## config.mk

```make
export PLATFORM = sky130hd
export DESIGN_NAME = ofr_fault_ctrl
export DESIGN_NICKNAME = d
export VERILOG_FILES = /design/src/core/ofr_pkg.sv /design/src/core/ofr_fault_ctrl.sv /design/src/core/ofr_timer.sv
export SDC_FILE = /design/constraint.sdc
export NUM_CORES = 1
export LEC_CHECK = 0
export CAP_MARGIN = 20
export CORE_UTILIZATION = 30
export DETAILED_ROUTE_END_ITERATION = 8
export DONT_BUFFER_PORTS = 1
export PLACE_DENSITY_LB_ADDON = 0.15
export SYNTH_ARGS = -nofsm -noshare
export SYNTH_HDL_FRONTEND = slang
export SYNTH_SLANG_ARGS = --single-unit
```

## constraint.sdc

```tcl
create_clock -name mclk -period 4.4 [get_ports mclk]
set_input_delay 0 -clock mclk [delete_from_list [all_inputs] [get_ports mclk]]
set_output_delay 0 -clock mclk [all_outputs]
set_load 0.005 [all_outputs]
```

## src/core/ofr_pkg.sv

```systemverilog
// shared constants and types for the over-voltage fault response block
package ofr_pkg;

  // ---------------------------------------------------------------
  // clock and delay units
  // ---------------------------------------------------------------
  localparam int unsigned CLK_KHZ          = 125000;
  // continued-operation unit, microseconds
  localparam int unsigned OPERATE_UNIT_US  = 10000;
  // spacing unit between restart attempts, tenths of a millisecond
  localparam int unsigned RETRY_UNIT_TMS   = 82;
  localparam int unsigned OPERATE_UNIT_CYC = OPERATE_UNIT_US * CLK_KHZ / 1000;
  localparam int unsigned RETRY_UNIT_CYC   = RETRY_UNIT_TMS * CLK_KHZ / 10;
  localparam int unsigned TIMER_W          = 24;

  // ---------------------------------------------------------------
  // configuration register layout
  // ---------------------------------------------------------------
  localparam int unsigned RESP_LSB   = 6;
  localparam int unsigned RETRY_LSB  = 3;
  localparam int unsigned RTIME_LSB  = 0;
  localparam logic [7:0]  ACTION_RST = 8'h80;

  typedef enum logic [1:0] {
    OFR_IGNORE   = 2'h0,
    OFR_OPERATE  = 2'h1,
    OFR_DISABLE  = 2'h2,
    OFR_UNTIL_OK = 2'h3
  } ofr_resp_t;

  localparam logic [2:0] RETRY_NONE    = 3'h0;
  localparam logic [2:0] RETRY_FOREVER = 3'h7;

  typedef struct packed {
    ofr_resp_t  resp;
    logic [2:0] retries;
    logic [2:0] rtime;
  } ofr_action_t;

  typedef struct packed {
    logic       fault_flag;
    logic       output_on;
    logic [2:0] attempts_left;
  } ofr_status_t;

  typedef enum logic [2:0] {
    ST_IDLE    = 3'h0,
    ST_OPERATE = 3'h1,
    ST_OFFWAIT = 3'h2,
    ST_ATTEMPT = 3'h3,
    ST_LATCHED = 3'h4,
    ST_HOLD    = 3'h5
  } ofr_state_t;

endpackage : ofr_pkg

```

## src/core/ofr_fault_ctrl.sv

```systemverilog
// over-voltage fault response and restart controller
//
// How it works
// - every fault edge drives alert low and sets the fault flag.
// - response 00 keeps the output on, only signalling the fault.
// - response 01 keeps running for time field times 10 ms unit.
// - if fault remains after that delay, follow the retry setting.
// - response 10 shuts the output at once, then follows retry setting.
// - response 11 holds output off while fault persists, then resumes.
// - retry setting gives the number of restart attempts after shutdown.
// - retry 000 means no restart; output stays off until cleared.
// - retry 001 allows one attempt; failure latches output off.
// - attempt starts are spaced by time field times retry unit.
// - retry 010 to 110 give 2 to 6 attempts, then stay off.
// - retry 111 retries forever until disabled or another fault stops it.
// - units are 10 ms for operate delay and 8.2 ms for retry spacing.
`timescale 1ns/100ps
module ofr_fault_ctrl #(
  parameter int unsigned OPERATE_CYC = ofr_pkg::OPERATE_UNIT_CYC,
  parameter int unsigned RETRY_CYC   = ofr_pkg::RETRY_UNIT_CYC
) (
  input  wire logic                mclk,
  input  wire logic                resetn,
  input  wire logic                ov_fault_in,
  input  wire logic                cfg_wr,
  input  wire logic [7:0]          cfg_wdata,
  output logic [7:0]               cfg_rdata,
  input  wire logic                fault_clear,
  input  wire logic                retry_abort,
  output logic                     output_enable,
  output logic                     alert_out_n,
  output ofr_pkg::ofr_status_t     status
);

  localparam int unsigned TW = ofr_pkg::TIMER_W;

  // ---------------------------------------------------------------
  // elaboration checks
  // ---------------------------------------------------------------
  // seven units must fit the timer, and a zero unit would cut
  // every delay down to one cycle
  if (OPERATE_CYC == 0 || RETRY_CYC == 0) begin : g_unit_zero
    $error("delay unit must be at least one cycle");
  end
  if (64'(OPERATE_CYC) * 7 >= (64'd1 << TW) ||
      64'(RETRY_CYC) * 7 >= (64'd1 << TW)) begin : g_unit_wide
    $error("delay unit too large for timer width");
  end

  // ---------------------------------------------------------------
  // fault input synchroniser
  // ---------------------------------------------------------------
  // the detector is analog and asynchronous to mclk
  logic sync1_reg;
  logic sync2_reg;
  logic fault_prev_reg;
  logic fault_now;
  logic fault_rise;

  always_ff @(posedge mclk) begin
    if (!resetn) begin
      sync1_reg      <= 1'b0;
      sync2_reg      <= 1'b0;
      fault_prev_reg <= 1'b0;
    end else begin
      sync1_reg      <= ov_fault_in;
      sync2_reg      <= sync1_reg;
      fault_prev_reg <= sync2_reg;
    end
  end

  assign fault_now  = sync2_reg;
  assign fault_rise = sync2_reg & ~fault_prev_reg;

  // ---------------------------------------------------------------
  // configuration register
  // ---------------------------------------------------------------
  ofr_pkg::ofr_action_t action_reg;
  ofr_pkg::ofr_action_t action_next;

  always_comb begin
    action_next = action_reg;
    if (cfg_wr) begin
      action_next = ofr_pkg::ofr_action_t'(cfg_wdata);
    end
  end

  always_ff @(posedge mclk) begin
    if (!resetn) begin
      action_reg <= ofr_pkg::ofr_action_t'(ofr_pkg::ACTION_RST);
    end else begin
      action_reg <= action_next;
    end
  end

  assign cfg_rdata = action_reg;

  // ---------------------------------------------------------------
  // delay timer
  // ---------------------------------------------------------------
  logic          tmr_start;
  logic [TW-1:0] tmr_load;
  logic          tmr_expired;

  ofr_timer #(
    .WIDTH    (TW)
  ) u_timer (
    .mclk     (mclk),
    .resetn   (resetn),
    .start    (tmr_start),
    .load_val (tmr_load),
    .expired  (tmr_expired),
    .running  ()
  );

  // ---------------------------------------------------------------
  // response sequencer
  // ---------------------------------------------------------------
  ofr_pkg::ofr_state_t  state_reg;
  ofr_pkg::ofr_state_t  state_next;
  ofr_pkg::ofr_action_t active_reg;
  ofr_pkg::ofr_action_t active_next;
  logic [2:0]           left_reg;
  logic [2:0]           left_next;
  logic                 flag_reg;
  logic                 flag_next;
  logic                 out_on_reg;
  logic                 out_on_next;
  logic                 alert_n_reg;
  logic                 alert_n_next;
  logic [TW-1:0]        retry_gap;
  logic [TW-1:0]        operate_gap;
  logic                 forever_retry;

  // products stay below 2**TW, as checked above
  assign retry_gap   = TW'(RETRY_CYC) * TW'(active_next.rtime);
  assign operate_gap = TW'(OPERATE_CYC) * TW'(action_reg.rtime);
  assign forever_retry = (active_reg.retries == ofr_pkg::RETRY_FOREVER);

  always_comb begin
    state_next  = state_reg;
    active_next = active_reg;
    left_next   = left_reg;
    out_on_next = out_on_reg;
    tmr_start   = 1'b0;
    tmr_load    = retry_gap;

    case (state_reg)
      ofr_pkg::ST_IDLE: begin
        out_on_next = 1'b1;
        if (fault_rise) begin
          // snapshot so later writes only touch the next fault
          active_next = action_reg;
          case (action_reg.resp)
            ofr_pkg::OFR_IGNORE: begin
              state_next = ofr_pkg::ST_IDLE;
            end
            ofr_pkg::OFR_OPERATE: begin
              state_next = ofr_pkg::ST_OPERATE;
              tmr_start  = 1'b1;
              tmr_load   = operate_gap;
            end
            ofr_pkg::OFR_DISABLE: begin
              out_on_next = 1'b0;
              left_next   = action_reg.retries;
              if (action_reg.retries == ofr_pkg::RETRY_NONE) begin
                state_next = ofr_pkg::ST_LATCHED;
              end else begin
                state_next = ofr_pkg::ST_OFFWAIT;
                tmr_start  = 1'b1;
              end
            end
            default: begin
              out_on_next = 1'b0;
              state_next  = ofr_pkg::ST_HOLD;
            end
          endcase
        end
      end

      ofr_pkg::ST_OPERATE: begin
        if (tmr_expired) begin
          if (!fault_now) begin
            state_next = ofr_pkg::ST_IDLE;
          end else begin
            out_on_next = 1'b0;
            left_next   = active_reg.retries;
            if (active_reg.retries == ofr_pkg::RETRY_NONE) begin
              state_next = ofr_pkg::ST_LATCHED;
            end else begin
              state_next = ofr_pkg::ST_OFFWAIT;
              tmr_start  = 1'b1;
            end
          end
        end
      end

      ofr_pkg::ST_OFFWAIT: begin
        out_on_next = 1'b0;
        if (tmr_expired) begin
          // attempt start; the next start is one gap later
          state_next  = ofr_pkg::ST_ATTEMPT;
          out_on_next = 1'b1;
          tmr_start   = 1'b1;
          if (!forever_retry) begin
            left_next = left_reg - 3'h1;
          end
        end
      end

      ofr_pkg::ST_ATTEMPT: begin
        if (fault_now) begin
          // failed attempt; timer keeps running for the spacing
          out_on_next = 1'b0;
          if (forever_retry || left_reg != 3'h0) begin
            state_next = ofr_pkg::ST_OFFWAIT;
          end else begin
            state_next = ofr_pkg::ST_LATCHED;
          end
        end else if (tmr_expired) begin
          state_next = ofr_pkg::ST_IDLE;
        end
      end

      // latched off; only the host clear brings the output back,
      // one edge after the clear is taken
      ofr_pkg::ST_LATCHED: begin
        out_on_next = 1'b0;
        if (fault_clear) begin
          state_next = ofr_pkg::ST_IDLE;
        end
      end

      // no retry count here: the output follows the fault level,
      // so a chattering fault chatters the output as well
      ofr_pkg::ST_HOLD: begin
        out_on_next = 1'b0;
        if (!fault_now) begin
          state_next  = ofr_pkg::ST_IDLE;
          out_on_next = 1'b1;
        end
      end

      default: begin
        state_next  = ofr_pkg::ST_IDLE;
        out_on_next = 1'b1;
      end
    endcase

    // host disable or another shutdown ends any restart activity;
    // the enclosing power stage owns the output after that
    if (retry_abort &&
        (state_reg == ofr_pkg::ST_OFFWAIT ||
         state_reg == ofr_pkg::ST_ATTEMPT)) begin
      state_next  = ofr_pkg::ST_LATCHED;
      out_on_next = 1'b0;
    end
  end

  // ---------------------------------------------------------------
  // fault flag and alert
  // ---------------------------------------------------------------
  // a fault edge in the clearing cycle wins over the clear
  always_comb begin
    flag_next = flag_reg;
    if (fault_clear) begin
      flag_next = 1'b0;
    end
    if (fault_rise) begin
      flag_next = 1'b1;
    end
    alert_n_next = ~flag_next;
  end

  always_ff @(posedge mclk) begin
    if (!resetn) begin
      state_reg   <= ofr_pkg::ST_IDLE;
      active_reg  <= ofr_pkg::ofr_action_t'(ofr_pkg::ACTION_RST);
      left_reg    <= 3'h0;
      flag_reg    <= 1'b0;
      out_on_reg  <= 1'b1;
      alert_n_reg <= 1'b1;
    end else begin
      state_reg   <= state_next;
      active_reg  <= active_next;
      left_reg    <= left_next;
      flag_reg    <= flag_next;
      out_on_reg  <= out_on_next;
      alert_n_reg <= alert_n_next;
    end
  end

  // ---------------------------------------------------------------
  // outputs
  // ---------------------------------------------------------------
  assign output_enable        = out_on_reg;
  assign alert_out_n          = alert_n_reg;
  assign status.fault_flag    = flag_reg;
  assign status.output_on     = out_on_reg;
  assign status.attempts_left = left_reg;

endmodule : ofr_fault_ctrl

```

## src/core/ofr_timer.sv

```systemverilog
// one-shot down counter used for operate and retry delays
`timescale 1ns/100ps
module ofr_timer #(
  parameter int unsigned WIDTH = ofr_pkg::TIMER_W
) (
  input  wire logic             mclk,
  input  wire logic             resetn,
  input  wire logic             start,
  input  wire logic [WIDTH-1:0] load_val,
  output logic                  expired,
  output logic                  running
);

  // the compare against one needs at least two counter bits
  if (WIDTH < 2) begin : g_bad_width
    $error("timer width must be at least 2");
  end

  logic [WIDTH-1:0] cnt_reg;
  logic [WIDTH-1:0] cnt_next;
  logic             run_reg;
  logic             run_next;
  logic             exp_reg;
  logic             exp_next;

  // ---------------------------------------------------------------
  // next state
  // ---------------------------------------------------------------
  // a load of zero or one expires on the next edge, so a zero
  // field still gives a one-cycle gap rather than a stuck timer
  always_comb begin
    cnt_next = cnt_reg;
    run_next = run_reg;
    exp_next = 1'b0;
    if (start) begin
      cnt_next = load_val;
      run_next = 1'b1;
    end else if (run_reg) begin
      if (cnt_reg <= WIDTH'(1)) begin
        cnt_next = '0;
        run_next = 1'b0;
        exp_next = 1'b1;
      end else begin
        cnt_next = cnt_reg - WIDTH'(1);
      end
    end
  end

  // ---------------------------------------------------------------
  // registers
  // ---------------------------------------------------------------
  always_ff @(posedge mclk) begin
    if (!resetn) begin
      cnt_reg <= '0;
      run_reg <= 1'b0;
      exp_reg <= 1'b0;
    end else begin
      cnt_reg <= cnt_next;
      run_reg <= run_next;
      exp_reg <= exp_next;
    end
  end

  assign expired = exp_reg;
  assign running = run_reg;

endmodule : ofr_timer

```

==> summary.md, run 1 <==
| Metric | Value |
|---|---|
| Final setup margin | `437 ps` |
| Vias in the first global route | `3,304` |
| Avg WL per Cell | `17.8 um` |
| Layout area overhead | `11.2%` |
| EDFF count, synth | `0` |
| Leakage | `~1.6 nW` |
| Layout cells sized above 1 | `7.36%` |
| Max-cap viol count | `0` |
| Hold-critical path depth | `5` |
| Post-DR vias/cell | `approximately 5.7` |
| Worst-margin pin slew | `1080 ps` |
| Core Area | `11,600 um^2` |
| TritonRoute pass-1 iters | `6` |
| Min-delay worst type | `in2reg` |
| Most frequent cells in the layout | `dfxtp_1 (52), nand2_1 (48), o21ai_0 (41)` |
| RSZ-0062 raised after global routing | `false` |
| Fin. max-slew vios | `0` |
| Worst Reg2Reg Path Length in Cells | `14` |
| Post-synthesis cell count | `456` |
| # IOs | `29` |
| Total chip power | `roughly 1.4 mW` |
| Setup bufs post-CTS | `0` |
| Total GRT Usage | `about 18%` |
| Ys async rst share | `0%` |
| Pre-CTS worst setup slack | `501 ps` |
| CTS Buffer Depth | `2` |
| Htree depth | `2` |
| Crit Path Max Fanout | `9` |
| Hold Vio Cnt, Final | `0` |
| Clk_lat worst skew | `approximately 300 ps` |
| Chip height | `112 um` |
| Port bufs | `0` |
| Drt first-iter violations | `325` |
| Seq/Total Area, Yosys | `28.9%` |
| Multi-input gate area | `about 2300 um^2` |
| CP endpoint kind | `flip-flop` |
| Worst EP required | `approximately 4600 ps` |
| #FFs+latches synth | `52` |
| Syn Std Cell Area | `~3600 um^2` |
| Root Driver | `clkbuf_16` |
| Min Hold Slack | `~170 ps` |
| CTS Buf Count | `5` |
| Top cells by area, synth | `dfxtp_1 (29%), ha_1 (9.4%), o21ai_0 (5.7%)` |
| Max FFs per register | `24` |
| Initial Util | `31.1%` |
| Antenna violations before repair | `0` |
| Final Critical Period | `3960 ps` |
| Netlist cell types | `65` |
| # DRC | `3` |
| TritonCTS clock tree | `yes` |
| Largest net degree at the start of global routing | `31` |
| Top_reg_cell synth | `dfxtp_1` |
| Share of the synthesized area in the top cell type | `28.9%` |
| Period utilisation layout | `90.1%` |
| Clk sinks | `52` |
| Status | `finished with violations` |
| Register Area | `1040 um^2` |
| Area leader, netlist | `dfxtp_1` |
| Post-Syn Area per Cell | `7.89 um^2` |
| DR vias | `3,431` |
| Fmax | `~250 MHz` |
| Synthesized Nets | `500` |
| Layout Nets | `505` |
| FILL cells | `1,245` |
| Gr ovfl total | `0` |
| Fin Setup TNS | `0 ps` |
| YS warnings | `0` |
| PD cells | `352 nW/um^2` |
| Clk slew on worst S/H paths | `70 ps` |
| Slew headroom | `28.1%` |
| Worst Skew | `6.19 ps` |
| Failing checks | `DRC` |
| Crit Path Category | `reg2reg` |
| VDD IR max | `0.145 mV` |
| Die extent in x | `112 um` |
| WP data arrival | `4150 ps` |
| GP Congestion | `0.826` |
| Antenna viol nets, final | `0` |
| First-pass GRT wire length | `roughly 18 mm` |
| DP HPWL | `between 7 and 8 mm` |
| Placement Rows | `39` |
| Final setup fails | `0` |
| Final WL | `10.8 mm` |
| Die Footprint | `12,400 um^2` |
| Crit path launch type | `flip-flop` |
| Commonest non-fill, non-tap cell in the layout | `dfxtp_1` |
| # diodes | `0` |
repair_timing:
action,4_1_cts,5_1_grt
resized for setup,0,0
hold buffers,14,0
hold endpoints to repair,29,0
power breakdown:
group | total [mW] | internal (mW) | switching [mW]
logic | 0.454 | 0.173 | 0.282
clock network | 0.424 | 0.228 | 0.195
registers | 0.530 | 0.498 | 0.0318
path summary, 6_finish.rpt:
check,from,slack (ps),endpoint
max,fault_now,440,u_timer.cnt_reg[10]
max reg2reg,fault_now,440,u_timer.cnt_reg[10]
min reg2reg,sync1_reg,440,fault_now
min,fault_clear,170,state_reg[2]
Yosys cell counts (11+ instances only):
| master | n |
|---|---|
| ha_1 | 27 |
| clkbuf_1 | 18 |
| nor2_1 | 40 |
| o21ai_0 | 41 |
| inv_1 | 18 |
| nand2_1 | 48 |
| a211oi_1 | 11 |
| nor3_1 | 20 |
| nand3_1 | 11 |
| nor4_1 | 13 |
| dfxtp_1 | 52 |
| mux2i_1 | 11 |
| a21oi_1 | 33 |
critical path, cell delays in order, from the launching register on:
cell,delay [ps]
dfxtp_1,490
nor3b_2,390
nand2_1,260
nand2_1,160
a21boi_0,190
buf_4,160
inv_1,60
ha_1,300
ha_1,370
fa_1,490
fa_1,390
xnor2_1,220
o22ai_1,120
o21ai_0,200
nor2_1,70
cell type report:
class                      count  share of cell area [%]
clock buffer                   6                    3.47
clock inverter                 2                   0.344
inverter                      19                    1.78
multi-input combinational    356                    57.9
sequential                    52                    26.0
tap                          143                    4.47
timing repair buffer          27                    5.94
through the flow:
step	area [um^2]	cells	util, %
2_1_floorplan	3600	456	-
3_3_place_gp	3710	583	32.0
3_5_place_dp	3710	583	32.0
4_1_cts	4000	605	34.6
5_1_grt	4000	605	34.6
6_report	4000	605	34.6
metal layers:
layer  vias up  track usage (%)  wire length, um
li1       1691                -                -
met1      1635             24.6             5320
met2        86             28.2             4880
met3        19             2.45              326
met4         0             7.75              250
met5         -                0                0
logic make-up after synthesis:
logic type	after synthesis	synth area share, %
and+or+nand+nor	161	21.7
xor gates and xnor gates	11	2.89
AOI/OAI and AO/OA	142	25.4
muxes	12	3.37
DFF	52	28.9
adders and majority gates	30	11.1
buffers and inverters	48	6.64
Note: power is estimated with default switching activity, not from simulation.
==> run 2, diff against run 1 <==
- CTS_BUF_LIST: unset -> sky130_fd_sc_hd__clkbuf_8
==> run 2 against run 1 <==
The flow still finishes with violations (DRC). Wire length hardly changed. Via count is 1.1% lower. Worst hold slack worse by 27 ps. Total power decreased by 8.2%. Clock power shrank 27%. Worst setup slack worse by 6.7 ps. Register-to-register slack hardly changed. Sequential power is essentially flat.
==> summary.md, run 2 (synthesis results as in run 1) <==
| Metric | Value |
|---|---|
| Status | `finished with violations` |
| Failing checks | `DRC` |
| Max-cap viol count | `0 (unchanged)` |
| Post_cts resized | `0 (unchanged)` |
| Min-delay worst type | `in2reg` |
| Min Hold Slack | `139 ps (-26.6 ps)` |
| CP max stage cell | `dfxtp_1` |
| Worst Skew | `8.05 ps (+1.86 ps)` |
| Buf/Inv on CP | `2 (unchanged)` |
| Gr ovfl total | `0 (unchanged)` |
| Final setup margin | `431 ps (-6.67 ps)` |
| DP HPWL | `7.82 mm (unchanged)` |
| Pre-CTS worst setup slack | `501 ps (unchanged)` |
| CTS Buf Count | `5 (unchanged)` |
| Fmax | `252 MHz (-0.17%)` |
| First-pass GRT wire length | `17.6 mm (-0.12%)` |
| Layout Nets | `505 (unchanged)` |
| Slew headroom | `28.3% (+0.18 points)` |
| Final cell count without fillers | `605 (unchanged)` |
| Die extent in x | `112 um (unchanged)` |
| Final Util | `34.1% (-0.49 points)` |
| CP endpoint kind | `flip-flop` |
| TritonRoute pass-1 iters | `7 (+1)` |
| Crit Path Max Fanout | `9 (unchanged)` |
| WP data arrival | `4190 ps (+40 ps)` |
| Die Footprint | `12,400 um^2 (unchanged)` |
| # diodes | `0 (unchanged)` |
| Period utilisation layout | `90.2% (+0.15 points)` |
| Clk_lat worst skew | `320 ps (+20 ps)` |
| Placed cells | `583 (unchanged)` |
| CP peak stage delay | `500 ps (about the same)` |
| Final Cell Area | `3940 um^2 (-1.4%)` |
| Leakage | `1.60 nW (-1.6%)` |
| Avg WL per Cell | `17.8 um (about the same)` |
| Chip height | `112 um (unchanged)` |
| Reg2reg start | `fault_now` |
| DR vias | `3,394 (-1.1%)` |
| Worst setup path end | `u_timer.cnt_reg[10]` |
| CTS Buffer Depth | `2 (unchanged)` |
| Root Driver | `clkbuf_8` |
| Setup crit start | `fault_now` |
| Top delay family on crit path | `adder cells` |
| Antenna violations before repair | `0 (unchanged)` |
| Clk slew on worst S/H paths | `100 ps (+30 ps)` |
| Fin. max-slew vios | `0 (unchanged)` |
| Worst EP required | `4620 ps (+30 ps)` |
| Fin Setup TNS | `0 ps (unchanged)` |
| Layout area overhead | `9.60%` |
| Commonest non-fill, non-tap cell in the layout | `dfxtp_1` |
| Hold_buf cts | `14 (unchanged)` |
| Most frequent cells in the layout | `dfxtp_1 (52), nand2_1 (48), o21ai_0 (41)` |
| Drt first-iter violations | `250 (-23%)` |
| Antenna viol nets, final | `0 (unchanged)` |
| Hold Vio Cnt, Final | `0 (unchanged)` |
| Placed Area | `3710 um^2 (unchanged)` |
| PD cells | `328 nW/um^2 (-6.9%)` |
| Placement Rows | `39 (unchanged)` |
| Worst Reg2Reg Path Length in Cells | `14 (unchanged)` |
| # DRC | `3 (unchanged)` |
| Worst-margin pin slew | `1070 ps (-2.62 ps)` |
| R2r setup slk | `430 ps (about the same)` |
| Total chip power | `1.29 mW (-8.2%)` |
| Layout cells sized above 1 | `7.36% (unchanged)` |
| Crit Path Category | `reg2reg` |
| Port bufs | `0 (unchanged)` |
| Setup bufs post-CTS | `0 (unchanged)` |
| Crit path launch type | `flip-flop` |
| Final setup fails | `0 (unchanged)` |
| TritonCTS clock tree | `yes` |
| Core Area | `11,600 um^2 (unchanged)` |
| Final WL | `10.8 mm (about the same)` |
| # IOs | `29 (unchanged)` |
| Max FFs per register | `24 (unchanged)` |
| Worst path depth | `14 (unchanged)` |
| VDD IR max | `0.129 mV (-11%)` |
| Vias in the first global route | `3,301 (-0.091%)` |
| Clk sinks | `52 (unchanged)` |
| Post-DR vias/cell | `5.61 (-1.1%)` |
| Total GRT Usage | `17.9% (-0.082 points)` |
| Initial Util | `31.1% (unchanged)` |
| Htree depth | `2 (unchanged)` |
| RSZ-0062 raised after global routing | `false` |
| GP Congestion | `0.826 (unchanged)` |
| Capturing point of the worst reg2reg path | `u_timer.cnt_reg[10]` |
| Largest net degree at the start of global routing | `31 (unchanged)` |
| CP Cell Sequence | `nor3b_2, nand2_1, nand2_1, a21boi_0, buf_4, inv_1, ha_1, ha_1, fa_1, fa_1, xnor2_1, o22ai_1, o21ai_0, nor2_1` |
| Final Critical Period | `3970 ps (+6.67 ps)` |
[run 2: worst reg2reg max path, cell delays in order, from the launching register on]
cell,delay [ps]
dfxtp_1,500
nor3b_2,400
nand2_1,270
nand2_1,160
a21boi_0,190
buf_4,160
inv_1,60
ha_1,300
ha_1,370
fa_1,490
fa_1,390
xnor2_1,220
o22ai_1,110
o21ai_0,200
nor2_1,70
[run 2: worst min-delay path by stage]
| stage | slack, ps | depth (start not counted) | endpoint | startpoint |
|---|---|---|---|---|
| after global placement | 70 | 1 | output_enable | resetn |
| after CTS | 120 | 5 | state_reg[2] | fault_clear |
| final | 140 | 5 | state_reg[2] | fault_clear |
| after global routing | 160 | 5 | state_reg[2] | fault_clear |
| after detailed placement | 70 | 1 | output_enable | resetn |
| after floorplan | 130 | 1 | fault_prev_reg | resetn |
[run 2: report_power, final]
part	internal, mW	switching [mW]	leakage [nW]
Combinational	0.173	0.283	1.12
Sequential	0.498	0.0317	0.423
Clock	0.129	0.179	0.0516
[run 2: metal layers]
layer	GRT usage [%]	routed length, um	up-vias
li1	-	-	1683
met1	24.7	5280	1626
met2	28.0	4890	70
met3	2.45	315	15
met4	7.21	291	0
met5	0	0	-
[run 2: area by class of cell]
type	count	area, um^2
inverter	19	71.3
multi-input combinational	356	2320
tap	143	179
clock buffer	6	82.6
clock inverter	2	13.8
timing repair buffer	27	238
sequential	52	1040
fill	1257	7620
